**src/logic/timer_irq_pkg.sv**
```systemverilog
package timer_irq_pkg;

  // ------------------------------------------------------------
  // Bus and register map
  // ------------------------------------------------------------
  localparam int DATA_W = 8;
  localparam int ADDR_W = 8;
  localparam int FLAG_W = 6;
  localparam int CNT_W = 16;
  localparam logic [7:0] EN_BASE = 8'h00;
  localparam logic [7:0] ST_BASE = 8'h20;
  localparam logic [7:0] CST_ADDR = 8'h40;
  localparam logic [7:0] CMASK_ADDR = 8'h44;
  localparam logic [7:0] REG_STRIDE = 8'h04;

  // ------------------------------------------------------------
  // Field positions
  // ------------------------------------------------------------
  localparam int BIT_TRIG = 7;
  localparam int BIT_RSV = 6;
  localparam int BIT_UNF = 5;
  localparam int BIT_OVF = 4;
  localparam int BIT_D = 3;
  localparam int BIT_C = 2;
  localparam int BIT_B = 1;
  localparam int BIT_A = 0;

  // ------------------------------------------------------------
  // Masks and fixed values
  // ------------------------------------------------------------
  localparam logic [7:0] EN_RST = 8'h00;
  localparam logic [7:0] EN_FIXED = 8'h40;
  localparam logic [7:0] ST_FIXED = 8'hC0;
  localparam logic [7:0] EN_ALL = 8'h93;
  localparam logic [7:0] EN_UNF = 8'h20;
  localparam logic [7:0] EN_CD = 8'h0C;
  localparam logic [5:0] FLG_RST = 6'h00;
  localparam logic [CNT_W-1:0] CNT_MAX = 16'hFFFF;
  localparam logic [CNT_W-1:0] CNT_MIN = 16'h0000;

  // Channels 0 and 3 carry registers C and D; the others underflow
  function automatic logic has_cd(input int ch);
    return (ch % 3) == 0;
  endfunction

  function automatic logic [7:0] en_mask(input int ch);
    return has_cd(ch) ? (EN_ALL | EN_CD) : (EN_ALL | EN_UNF);
  endfunction

  function automatic logic [7:0] chan_addr(input logic [7:0] base, input int ch);
    return base + 8'(ch) * REG_STRIDE;
  endfunction

endpackage

```
**src/logic/timer_irq_enable.sv**
```systemverilog
`timescale 1ns/100ps

// Operation
// RULE1 - Each of the six channels has its own enable register governing only its requests.
// RULE2 - Enable bit 7 lets a register A capture or match issue a converter start request.
// RULE3 - Enable bit 6 is reserved, reads as one and ignores writes.
// RULE4 - On channels 1, 2, 4, 5 bit 5 gates the underflow flag onto its request.
// RULE5 - On channels 0 and 3 bit 5 reads as zero and ignores writes.
// RULE6 - Bit 4 gates the overflow flag onto its request on every channel.
// RULE7 - On channels 0 and 3 bit 3 gates the register D flag onto its request.
// RULE8 - On channels 1, 2, 4, 5 bit 3 reads as zero and ignores writes.
// RULE9 - On channels 0 and 3 bit 2 gates the register C flag onto its request.
// RULE10 - On channels 1, 2, 4, 5 bit 2 reads as zero and ignores writes.
// RULE11 - Bit 1 gates the register B flag onto its request on every channel.
// RULE12 - Bit 0 gates the register A flag onto its request on every channel.
// RULE13 - Overflow sets on a wrap from all ones to zero, underflow on the reverse wrap in phase mode.
// RULE14 - A flag clears when zero is written after it was read as one; writing one keeps it.
// RULE15 - Software reads a flag back after clearing it so the request drops before it exits.
// RULE16 - Each request is its flag AND its enable and stays until either one clears.
module timer_irq_enable
  import timer_irq_pkg::*;
#(
  parameter int CH_N = 6
) (
  input wire logic clk_i,
  input wire logic rst_b_i,
  input wire logic [ADDR_W-1:0] addr_i,
  input wire logic [DATA_W-1:0] wdata_i,
  input wire logic wr_i,
  input wire logic rd_i,
  output logic [DATA_W-1:0] rdata_o,
  input wire logic [CH_N-1:0][CNT_W-1:0] channel_counter_i,
  input wire logic [CH_N-1:0] phase_mode_i,
  input wire logic [CH_N-1:0] rega_evt_i,
  input wire logic [CH_N-1:0] regb_evt_i,
  input wire logic [CH_N-1:0] regc_evt_i,
  input wire logic [CH_N-1:0] regd_evt_i,
  output logic [CH_N-1:0] rega_irq_req_o,
  output logic [CH_N-1:0] regb_irq_req_o,
  output logic [CH_N-1:0] regc_irq_req_o,
  output logic [CH_N-1:0] regd_irq_req_o,
  output logic [CH_N-1:0] overflow_irq_req_o,
  output logic [CH_N-1:0] underflow_irq_req_o,
  output logic [CH_N-1:0] conv_start_o,
  output logic conv_irq_o
);

  if (CH_N < 1 || CH_N > DATA_W) begin : g_bad_ch
    $error("CH_N must lie between 1 and the data width");
  end

  // ------------------------------------------------------------
  // State
  // ------------------------------------------------------------
  typedef struct packed {
    logic [CH_N-1:0][7:0] en;
    logic [CH_N-1:0][FLAG_W-1:0] flg;
    logic [CH_N-1:0][FLAG_W-1:0] armed;
    logic [CH_N-1:0][CNT_W-1:0] cnt_prev;
    logic prev_ok;
    logic [CH_N-1:0] trig;
    logic [CH_N-1:0] cst;
    logic [CH_N-1:0] cmask;
    logic [DATA_W-1:0] rdata;
  } state_t;

  state_t s_q;
  state_t s_d;

  // ------------------------------------------------------------
  // Next state
  // ------------------------------------------------------------
  always_comb begin
    logic [FLAG_W-1:0] setv;
    logic [FLAG_W-1:0] clrv;
    logic [FLAG_W-1:0] fmask;
    logic [7:0] emask;
    logic wr_en;
    logic wr_st;
    logic rd_en;
    logic rd_st;
    setv = '0;
    clrv = '0;
    fmask = '0;
    emask = '0;
    wr_en = 1'b0;
    wr_st = 1'b0;
    rd_en = 1'b0;
    rd_st = 1'b0;
    s_d = s_q;
    s_d.rdata = '0;
    s_d.prev_ok = 1'b1;
    for (int c = 0; c < CH_N; c++) begin
      wr_en = wr_i && (addr_i == chan_addr(EN_BASE, c)); // RULE1
      wr_st = wr_i && (addr_i == chan_addr(ST_BASE, c));
      rd_en = rd_i && (addr_i == chan_addr(EN_BASE, c));
      rd_st = rd_i && (addr_i == chan_addr(ST_BASE, c));
      emask = en_mask(c);
      fmask = emask[FLAG_W-1:0];
      s_d.cnt_prev[c] = channel_counter_i[c];
      // Flag sources
      setv = '0;
      setv[BIT_A] = rega_evt_i[c];
      setv[BIT_B] = regb_evt_i[c];
      setv[BIT_C] = regc_evt_i[c];
      setv[BIT_D] = regd_evt_i[c];
      setv[BIT_OVF] = s_q.prev_ok && (s_q.cnt_prev[c] == CNT_MAX)
                      && (channel_counter_i[c] == CNT_MIN); // RULE13
      setv[BIT_UNF] = s_q.prev_ok && phase_mode_i[c]
                      && (s_q.cnt_prev[c] == CNT_MIN)
                      && (channel_counter_i[c] == CNT_MAX); // RULE13
      setv = setv & fmask;
      // Clear needs a prior read of one, then a written zero
      clrv = wr_st ? (s_q.armed[c] & ~wdata_i[FLAG_W-1:0]) : '0; // RULE14
      s_d.flg[c] = setv | (s_q.flg[c] & ~clrv); // RULE14
      if (wr_st) begin
        s_d.armed[c] = '0;
      end
      if (rd_st) begin
        s_d.armed[c] = s_q.flg[c];
        s_d.rdata = ST_FIXED | {2'b00, s_q.flg[c]};
      end
      // Reserved bits never store
      if (wr_en) begin
        s_d.en[c] = wdata_i & en_mask(c); // RULE3 RULE5 RULE8 RULE10
      end
      if (rd_en) begin
        s_d.rdata = s_q.en[c] | EN_FIXED; // RULE3
      end
      s_d.trig[c] = rega_evt_i[c] && s_q.en[c][BIT_TRIG]; // RULE2
    end
    // Converter start events: sticky, write one to clear
    s_d.cst = s_d.trig | (s_q.cst & ~((wr_i && addr_i == CST_ADDR) ?
              wdata_i[CH_N-1:0] : '0));
    if (wr_i && addr_i == CMASK_ADDR) begin
      s_d.cmask = wdata_i[CH_N-1:0];
    end
    if (rd_i && addr_i == CST_ADDR) begin
      s_d.rdata = DATA_W'(s_q.cst);
    end
    if (rd_i && addr_i == CMASK_ADDR) begin
      s_d.rdata = DATA_W'(s_q.cmask);
    end
  end

  always_ff @(posedge clk_i or negedge rst_b_i) begin
    if (!rst_b_i) begin
      s_q.en <= {CH_N{EN_RST}};
      s_q.flg <= {CH_N{FLG_RST}};
      s_q.armed <= {CH_N{FLG_RST}};
      s_q.cnt_prev <= {CH_N{CNT_MIN}};
      s_q.prev_ok <= 1'b0;
      s_q.trig <= '0;
      s_q.cst <= '0;
      s_q.cmask <= '0;
      s_q.rdata <= '0;
    end else begin
      s_q <= s_d;
    end
  end

  // ------------------------------------------------------------
  // Outputs
  // ------------------------------------------------------------
  always_comb begin
    for (int c = 0; c < CH_N; c++) begin
      rega_irq_req_o[c] = s_q.flg[c][BIT_A] & s_q.en[c][BIT_A]; // RULE12 RULE16
      regb_irq_req_o[c] = s_q.flg[c][BIT_B] & s_q.en[c][BIT_B]; // RULE11 RULE16
      regc_irq_req_o[c] = s_q.flg[c][BIT_C] & s_q.en[c][BIT_C]; // RULE9 RULE16
      regd_irq_req_o[c] = s_q.flg[c][BIT_D] & s_q.en[c][BIT_D]; // RULE7 RULE16
      overflow_irq_req_o[c] = s_q.flg[c][BIT_OVF] & s_q.en[c][BIT_OVF]; // RULE6 RULE16
      underflow_irq_req_o[c] = s_q.flg[c][BIT_UNF] & s_q.en[c][BIT_UNF]; // RULE4 RULE16
    end
  end

  assign conv_start_o = s_q.trig;
  assign conv_irq_o = |(s_q.cst & s_q.cmask);
  assign rdata_o = s_q.rdata;

  for (genvar c = 0; c < CH_N; c++) begin : g_chk
    localparam logic [7:0] EA = chan_addr(EN_BASE, c);
    localparam logic [7:0] SA = chan_addr(ST_BASE, c);

  end
endmodule

```
**config.mk**
```make
export PLATFORM = sky130hd
export DESIGN_NAME = timer_irq_enable
export DESIGN_NICKNAME = d
export VERILOG_FILES = /design/src/logic/timer_irq_pkg.sv /design/src/logic/timer_irq_enable.sv
export SDC_FILE = /design/constraint.sdc
export NUM_CORES = 1
export LEC_CHECK = 0
export BUFFER_PORTS_ARGS = -buffer_cell sky130_fd_sc_hd__buf_2
export CAP_MARGIN = 0
export CORE_UTILIZATION = 40
export CTS_BUF_LIST = sky130_fd_sc_hd__clkbuf_4
export DETAILED_ROUTE_END_ITERATION = 7
export PLACE_DENSITY = 0.66
export SLEW_MARGIN = 20
export SYNTH_ARGS = -nofsm -noshare
export SYNTH_HDL_FRONTEND = slang
export SYNTH_SLANG_ARGS = --single-unit
```
**constraint.sdc**
```tcl
create_clock -name clk_i -period 3.75 [get_ports clk_i]
set_input_delay 0.5625 -clock clk_i [delete_from_list [all_inputs] [get_ports clk_i]]
set_output_delay 0.5625 -clock clk_i [all_outputs]
set_load 0.02 [all_outputs]
```
==> results of run 1 <==
-- cell usage after synthesis, drive strengths merged, types with 7 or more instances --
| master | number | area share, % |
|---|---|---|
| a21o | 22 | 1.7 |
| a21oi | 10 | 0.53 |
| a22o | 41 | 3.8 |
| and2 | 32 | 2.1 |
| buf | 35 | 2.7 |
| clkbuf | 10 | 0.41 |
| dfrtp | 227 | 60 |
| inv | 12 | 0.48 |
| mux2 | 41 | 5.1 |
| mux2i | 8 | 0.85 |
| nand2 | 43 | 1.7 |
| nand2b | 7 | 0.46 |
| nand3 | 20 | 1.1 |
| nand3b | 16 | 1.3 |
| nand4 | 45 | 3.0 |
| nor2 | 41 | 1.8 |
| nor3 | 30 | 2.0 |
| nor4 | 31 | 2.1 |
| nor4b | 10 | 0.99 |
| o21ai | 17 | 0.90 |
| o22ai | 14 | 0.93 |
| o31a | 8 | 0.74 |
-- cells by family (layout without fill, tap and decap cells) --
kind of cell	Yosys count	after routing	synth area share, %
other	2	17	0.0796
DFF	227	227	60.2
and+or+nand+nor	296	296	18.5
buffers and inverters	58	380	3.61
AOI/OAI and AO/OA	139	139	10.9
muxes	52	52	6.66
-- path summary, 6_finish.rpt --
kind,start,to,cells after the start
max,s_q[17],conv_irq_o,3
min,channel_counter_i[86],s_q[113],1
max reg2reg,s_q[26],s_q[194],5
min reg2reg,s_q[128],s_q[164],1
max in group asynchronous,rst_b_i,s_q[52],3
min in group asynchronous,rst_b_i,s_q[146],2
-- cell type report --
cell class | count | area [sq um]
inverter | 13 | 48.8
sequential | 227 | 5680
timing repair buffer | 269 | 1820
fill | 2021 | 10800
clock inverter | 21 | 136
clock buffer | 77 | 578
antenna | 6 | 15.0
multi-input combinational | 498 | 3450
tap | 313 | 392
-- per-stage QoR --
stage          cell area (sq um)  total power, mW
3_3_place_gp               10500             3.07
4_1_cts                    12000             5.23
2_1_floorplan               9470             2.86
3_5_place_dp               10500             3.08
5_1_grt                    12100             5.44
6_report                   12100             5.19
-- repair_timing --
action,4_1_cts,5_1_grt
hold endpoints to repair,168,7
setup endpoints to repair,0,0
hold buffers,80,7
-- routing by layer --
layer / track usage, % / up-vias
li1: - / 3507
met1: 30.9 / 3782
met2: 38.2 / 288
met3: 5.61 / 57
met4: 8.36 / 2
met5: 0 / -
-- state kept, by name (all words and copies together), names as in the netlist --
register / cells
s_q: 213
conv_start_o: 6
rdata_o: 8
-- worst max-delay path, delay by kind of cell, from the launching register on --
kind | cells | cell delay [ns]
flops | 1 | 0.43
compound gates | 1 | 0.19
buf+inv | 1 | 0.19
simple gates | 1 | 0.15
-- power by group through the flow --
stage	registers [mW]	logic, mW	clock network, mW
floorplan	2.66	0.201	0
global placement	2.68	0.391	0
detailed placement	2.69	0.398	0
CTS	2.64	0.464	2.13
global route	2.65	0.516	2.27
finish	2.64	0.473	2.07
==> key figures, run 1 <==
Critical path
  – Critical path launch point type: flip-flop
  – CP arrival: 1.64 ns
  – Worst setup EP type: primary output
  – Kind of critical path: reg2out
  – Max incr delay on CP: around 0.43 ns
  – Slowest stage cell, crit path: dfrtp_1
  – R2R Setup Slk: 1.91 ns
  – Worst-path fanout max: 3
  – Crit path required time: 3.19 ns
  – CP Cell Sequence: a22oi_1, nand3_1, buf_2

Synthesis
  – Avg Synthesized Cell Area: 12.2 sq um
  – Synth Flop Type: dfrtp_1
  – Cell count after synthesis: 774
  – Yosys warns: 0
  – Async S/R FF share, synth: 100%
  – EDFF count, synth: 0
  – Synth Cell Area: 9440 sq um
  – Synthesized flop and latch total: 227
  – Post-synthesis sequential area ratio: 60.2%
  – Distinct cells, synth: 63

Pwr
  – Switch share: 25.4%
  – Power share of the combinational group: 9.1%
  – Psw: 1.32 mW
  – Internal: between 3 and 4 mW
  – Worst vdd ir: 0.000259 V
  – Clock Power Share: 39.9%
  – Pwr Density: 428 nW/um^2
  – Seq pwr share: around 51%
  – LEAKAGE: approximately 5.5 nW

Placed design
  – Pre-CTS WS: around 1.2 ns
  – Number of port buffers: 175
  – Placed Cells: 1233
  – GPL Wtd Cong: 0.874
  – Dpl hpwl: 18.6 mm

CTS
  – Clk buf depth: 3
  – Clk pin slew, worst setup/hold paths: 0.06 ns
  – Clock sink count: ~230
  – Htree depth: 2
  – CTS tree: done
  – Cell chosen for the clock root: clkbuf_4
  – Postcts setup bufs: 0
  – Worst-Skew Late Latency: 0.68 ns
  – Resized Gates After CTS: 0
  – Clock buffer count from CTS: 57

STA
  – Post-route setup slack: roughly 1.5 ns
  – Fin. Hold Viols: 0
  – Period minus WS final: 2.20 ns
  – Unrepaired setup endpoints after global routing: no
  – Final Max Tran Viols: 0
  – Slew @ Worst Pin: 1.02 ns
  – Slew HR: 30.0%
  – Skew final: around 0.046 ns
  – Max Clk Rate: 454 MHz
  – Final period util: 58.8%
  – Hold_ws: 0.0531 ns
  – Final setup vio count: 0
  – Setup TNS Final: 0 ns

Routing
  – Wirelength, routed: roughly 27 mm
  – Vias post-DR: 7636
  – Met2 Routed Length: 13.2 mm
  – Post-route ant nets: 0
  – WL met3: between 1.5 and 2 mm
  – Wirelength per Cell: ~19 um
  – DRC viols: 0
  – Iter 0 DRT Violations: 494
  – 1st-pass router iterations: 5
  – Max Used Layer: met5
  – WL met1: around 12 mm
  – Avg Vias per Cell: 5.36

Final layout
  – Nets: 1212
  – Commonest cells after routing, fill and taps aside: dfrtp_1 (227), buf_2 (174), dlygate4sd3_1 (87), clkbuf_4 (77), nand4_1 (45)
  – Most common cell after layout, fill and taps aside: dfrtp_1
  – Share of cells above drive strength 1: 30.0%
  – Fin cells: 1424
  – Final core utilization: 52.9%
  – Synth-to-Final Area Change: 28.5%

Global route
  – Gr usage total: 23.5%
  – Largest net degree at the start of global routing: 95
  – Initial antenna violation count: 7
  – First-pass GRT wire length: 43.5 mm
  – Total grt overflow: 0
  – Vias in the first global route: 7982

Hold path
  – Hold WC Path Type: in2reg

Floorplanning
  – Core area: 22900 sq um
  – Die H: 156 um
  – Die width: 156 um
  – Boundary pin count: 197
  – Starting Density: a little over 40%
  – Die Footprint: 24200 sq um
  – Site Rows: 55

Outcome
  – Status: finished, final reports clean

Flow run
  – Max Cap Viol: 0
No activity file was read; power rests on OpenSTA's default activity.
==> inputs of run 2 (changes only) <==
--- a/config.mk
+++ b/config.mk
@@ -5,12 +5,13 @@
 export SDC_FILE = /design/constraint.sdc
 export NUM_CORES = 1
 export LEC_CHECK = 0
+export ABC_AREA = 1
 export BUFFER_PORTS_ARGS = -buffer_cell sky130_fd_sc_hd__buf_2
 export CAP_MARGIN = 0
 export CORE_UTILIZATION = 40
 export CTS_BUF_LIST = sky130_fd_sc_hd__clkbuf_4
 export DETAILED_ROUTE_END_ITERATION = 7
-export PLACE_DENSITY = 0.66
+export PLACE_DENSITY = 0.67
 export SLEW_MARGIN = 20
 export SYNTH_ARGS = -nofsm -noshare
 export SYNTH_HDL_FRONTEND = slang
==> constraint.sdc (replaced) <==
create_clock -name clk_i -period 2.15 [get_ports clk_i]
set_input_delay 0.3225 -clock clk_i [delete_from_list [all_inputs] [get_ports clk_i]]
set_output_delay 0.3225 -clock clk_i [all_outputs]
set_load 0.02 [all_outputs]
==> key figures, run 2 <==
Outcome
  – Status: finished, violations left
  – Failing checks: DRC

Routing
  – 1st-pass router iterations: 8
  – Iter 0 DRT Violations: 505
  – Vias post-DR: 8194
  – Wirelength per Cell: 16.3 um
  – DRC viols: 7
  – Avg Vias per Cell: a little over 5
  – Post-route ant nets: 0
  – Wirelength, routed: 26.1 mm

Synthesis
  – Synthesized flop and latch total: 227
  – Area contributors post-synth: dfrtp_1 (62%), nand2_1 (7.4%), nand4_1 (4.7%), inv_1 (4.5%), nor4_1 (3.2%)
  – Count leader, synth: dfrtp_1
  – Yosys warns: 0
  – EDFF count, synth: 0
  – Synth top area share: 62.4%
  – Cell count after synthesis: roughly 920
  – Post-synthesis sequential area ratio: 62.4%
  – Post-synth top cells: dfrtp_1 (227), nand2_1 (179), inv_1 (110)
  – Avg Synthesized Cell Area: 9.93 sq um
  – Synth Flop Type: dfrtp_1
  – Async S/R FF share, synth: 100%
  – Distinct cells, synth: 37
  – Synth Cell Area: 9100 sq um
  – Yosys top cell by area: dfrtp_1

Pwr
  – Switch share: 25.3%
  – Pwr Density: between 700 and 800 nW/um^2
  – Worst vdd ir: 0.000385 V
  – Psw: 2.29 mW
  – Clock Power Share: 38.8%
  – Internal: 6.79 mW
  – LEAKAGE: between 6 and 7 nW
  – Seq pwr share: 51.4%
  – Total power: 9.08 mW
  – Power share of the combinational group: 9.8%

Final layout
  – Nets: 1435
  – Max reg flops: 213
  – Fin cells: 1601
  – Most common cell after layout, fill and taps aside: dfrtp_1
  – Post-layout instance area: 12400 sq um
  – Synth-to-Final Area Change: 36.7%
  – Share of cells above drive strength 1: 23.6%
  – Largest Register: s_q
  – Commonest cells after routing, fill and taps aside: dfrtp_1 (227), nand2_1 (179), buf_2 (173), dlygate4sd3_1 (129), inv_1 (110)
  – Final core utilization: between 50% and 60%

STA
  – Skew final: 0.0684 ns
  – Period minus WS final: 2.09 ns
  – Fin. Hold Viols: 0
  – Final Max Tran Viols: 0
  – Slew @ Worst Pin: 0.548 ns
  – Final setup vio count: 0
  – Slew HR: 63.4%
  – Unrepaired setup endpoints after global routing: yes
  – Max Clk Rate: 479 MHz
  – Final period util: 97.2%

CTS
  – Clock buffer count from CTS: 57
  – Clock sink count: 227
  – Cell chosen for the clock root: clkbuf_4
  – CTS tree: done
  – Clk pin slew, worst setup/hold paths: 0.07 ns
  – Worst-Skew Late Latency: 0.71 ns
  – Clk buf depth: 3
  – Htree depth: 2

Global route
  – Largest net degree at the start of global routing: 60
  – Total grt overflow: 0
  – Initial antenna violation count: 1
  – Gr usage total: between 20% and 30%
  – First-pass GRT wire length: between 40 and 50 mm
  – Vias in the first global route: 8476

Floorplanning
  – Boundary pin count: just under 200
  – Site Rows: 54
  – Die Footprint: 23400 sq um
  – Die H: 153 um
  – Starting Density: 41.2%
  – Die width: 153 um
  – Core area: 22100 sq um

Hold path
  – Hold WC Path Type: in2reg

Critical path
  – CP Cell Sequence: a22o_1, a221oi_2, nand3_1, buf_6
  – Kind of critical path: reg2out
  – Critical path launch point type: flip-flop
  – Buf/Inv on CP: 1
  – Worst setup EP type: primary output
  – Crit-path leading delay family: compound AO/OA/AOI/OAI gates
  – Slowest stage cell, crit path: dfrtp_1
  – CP arrival: 1.77 ns
  – Worst-path fanout max: 2
  – Max incr delay on CP: 0.39 ns
  – Crit path required time: 1.83 ns

Flow run
  – Max Cap Viol: 0

Placed design
  – Placed Area: 10400 sq um
  – Dpl hpwl: 17.4 mm
  – Placed Cells: 1376
  – GPL Wtd Cong: 0.840
  – Number of port buffers: ~180
-- run 2: cell types whose count changed in the layout (fill, tap and decap cells not counted), sizes merged, moves of 39 or more --
cell	change
a22o	-39
dlygate4sd3	+42
inv	+101
mux2	-41
nand2	+138
o21ai	+43
-- run 2: kinds of logic after synthesis --
logic type             synth area share, %
buffers and inverters                 7.14
flip-flops                            62.4
other                               0.0825
AO/OA/AOI/OAI                         8.17
AND/OR/NAND/NOR                       22.2
-- run 2: area by class of cell --
cell class              instances  area [sq um]
repair buffers                339          2480
multi-input cells             550          2810
diodes                          1          2.50
inverters                     114           429
well taps                     280           350
flip-flops and latches        227          5680
fillers                      1911          9660
clock inverters                14           110
clock buffers                  76           571
-- run 2: power groups by stage --
stage / Clock, mW / Combinational (mW) / Sequential [mW]
2_1_floorplan: 0 / 0.312 / 4.70
3_3_place_gp: 0 / 0.656 / 4.73
3_5_place_dp: 0 / 0.677 / 4.74
4_1_cts: 3.64 / 0.882 / 4.66
5_1_grt: 3.86 / 0.990 / 4.69
6_report: 3.53 / 0.890 / 4.67
-- run 2: worst min-delay path, stage by stage --
cell and delay (ns):
buf_2 0.19, nand3_1 0.14, nand2_1 0.06
-- run 2: final timing paths --
kind	startpoint	to	slack (ns)	depth (start not counted)
max	s_q[17]	conv_irq_o	0.06	4
min	rd_i	s_q[123]	0.04	3
max reg2reg	s_q[208]	rdata_o[5]	0.66	7
min reg2reg	s_q[146]	s_q[182]	0.40	1
max in group asynchronous	rst_b_i	s_q[37]	1.29	3
min in group asynchronous	rst_b_i	s_q[136]	0.16	2
-- run 2: layer usage --
metal	global-route usage, %	wire [um]	up-vias
met1	29.5	10900	3913
met5	0	0	-
met3	5.13	1810	60
li1	-	-	3905
met4	8.71	643	0
met2	38.7	12700	316
-- run 2: repair_timing --
item	CTS	global route
hold buffers	129	0
pin swaps	1	1
setup buffers	4	1
endpoints found under the setup margin	1	1
gates resized for setup	3	0
hold endpoints to repair	338	0
-- run 2: through the flow --
step                      setup WS [ns]  hold slack (ns)  setup TNS (ns)
after CTS                       -0.0194          0.00172         -0.0194
after detailed placement          0.116            0.289               0
after global placement            0.164            0.281               0
after floorplan                   0.628           0.0269               0
after global routing            -0.0221          0.00517         -0.0221
final                            0.0610           0.0420               0
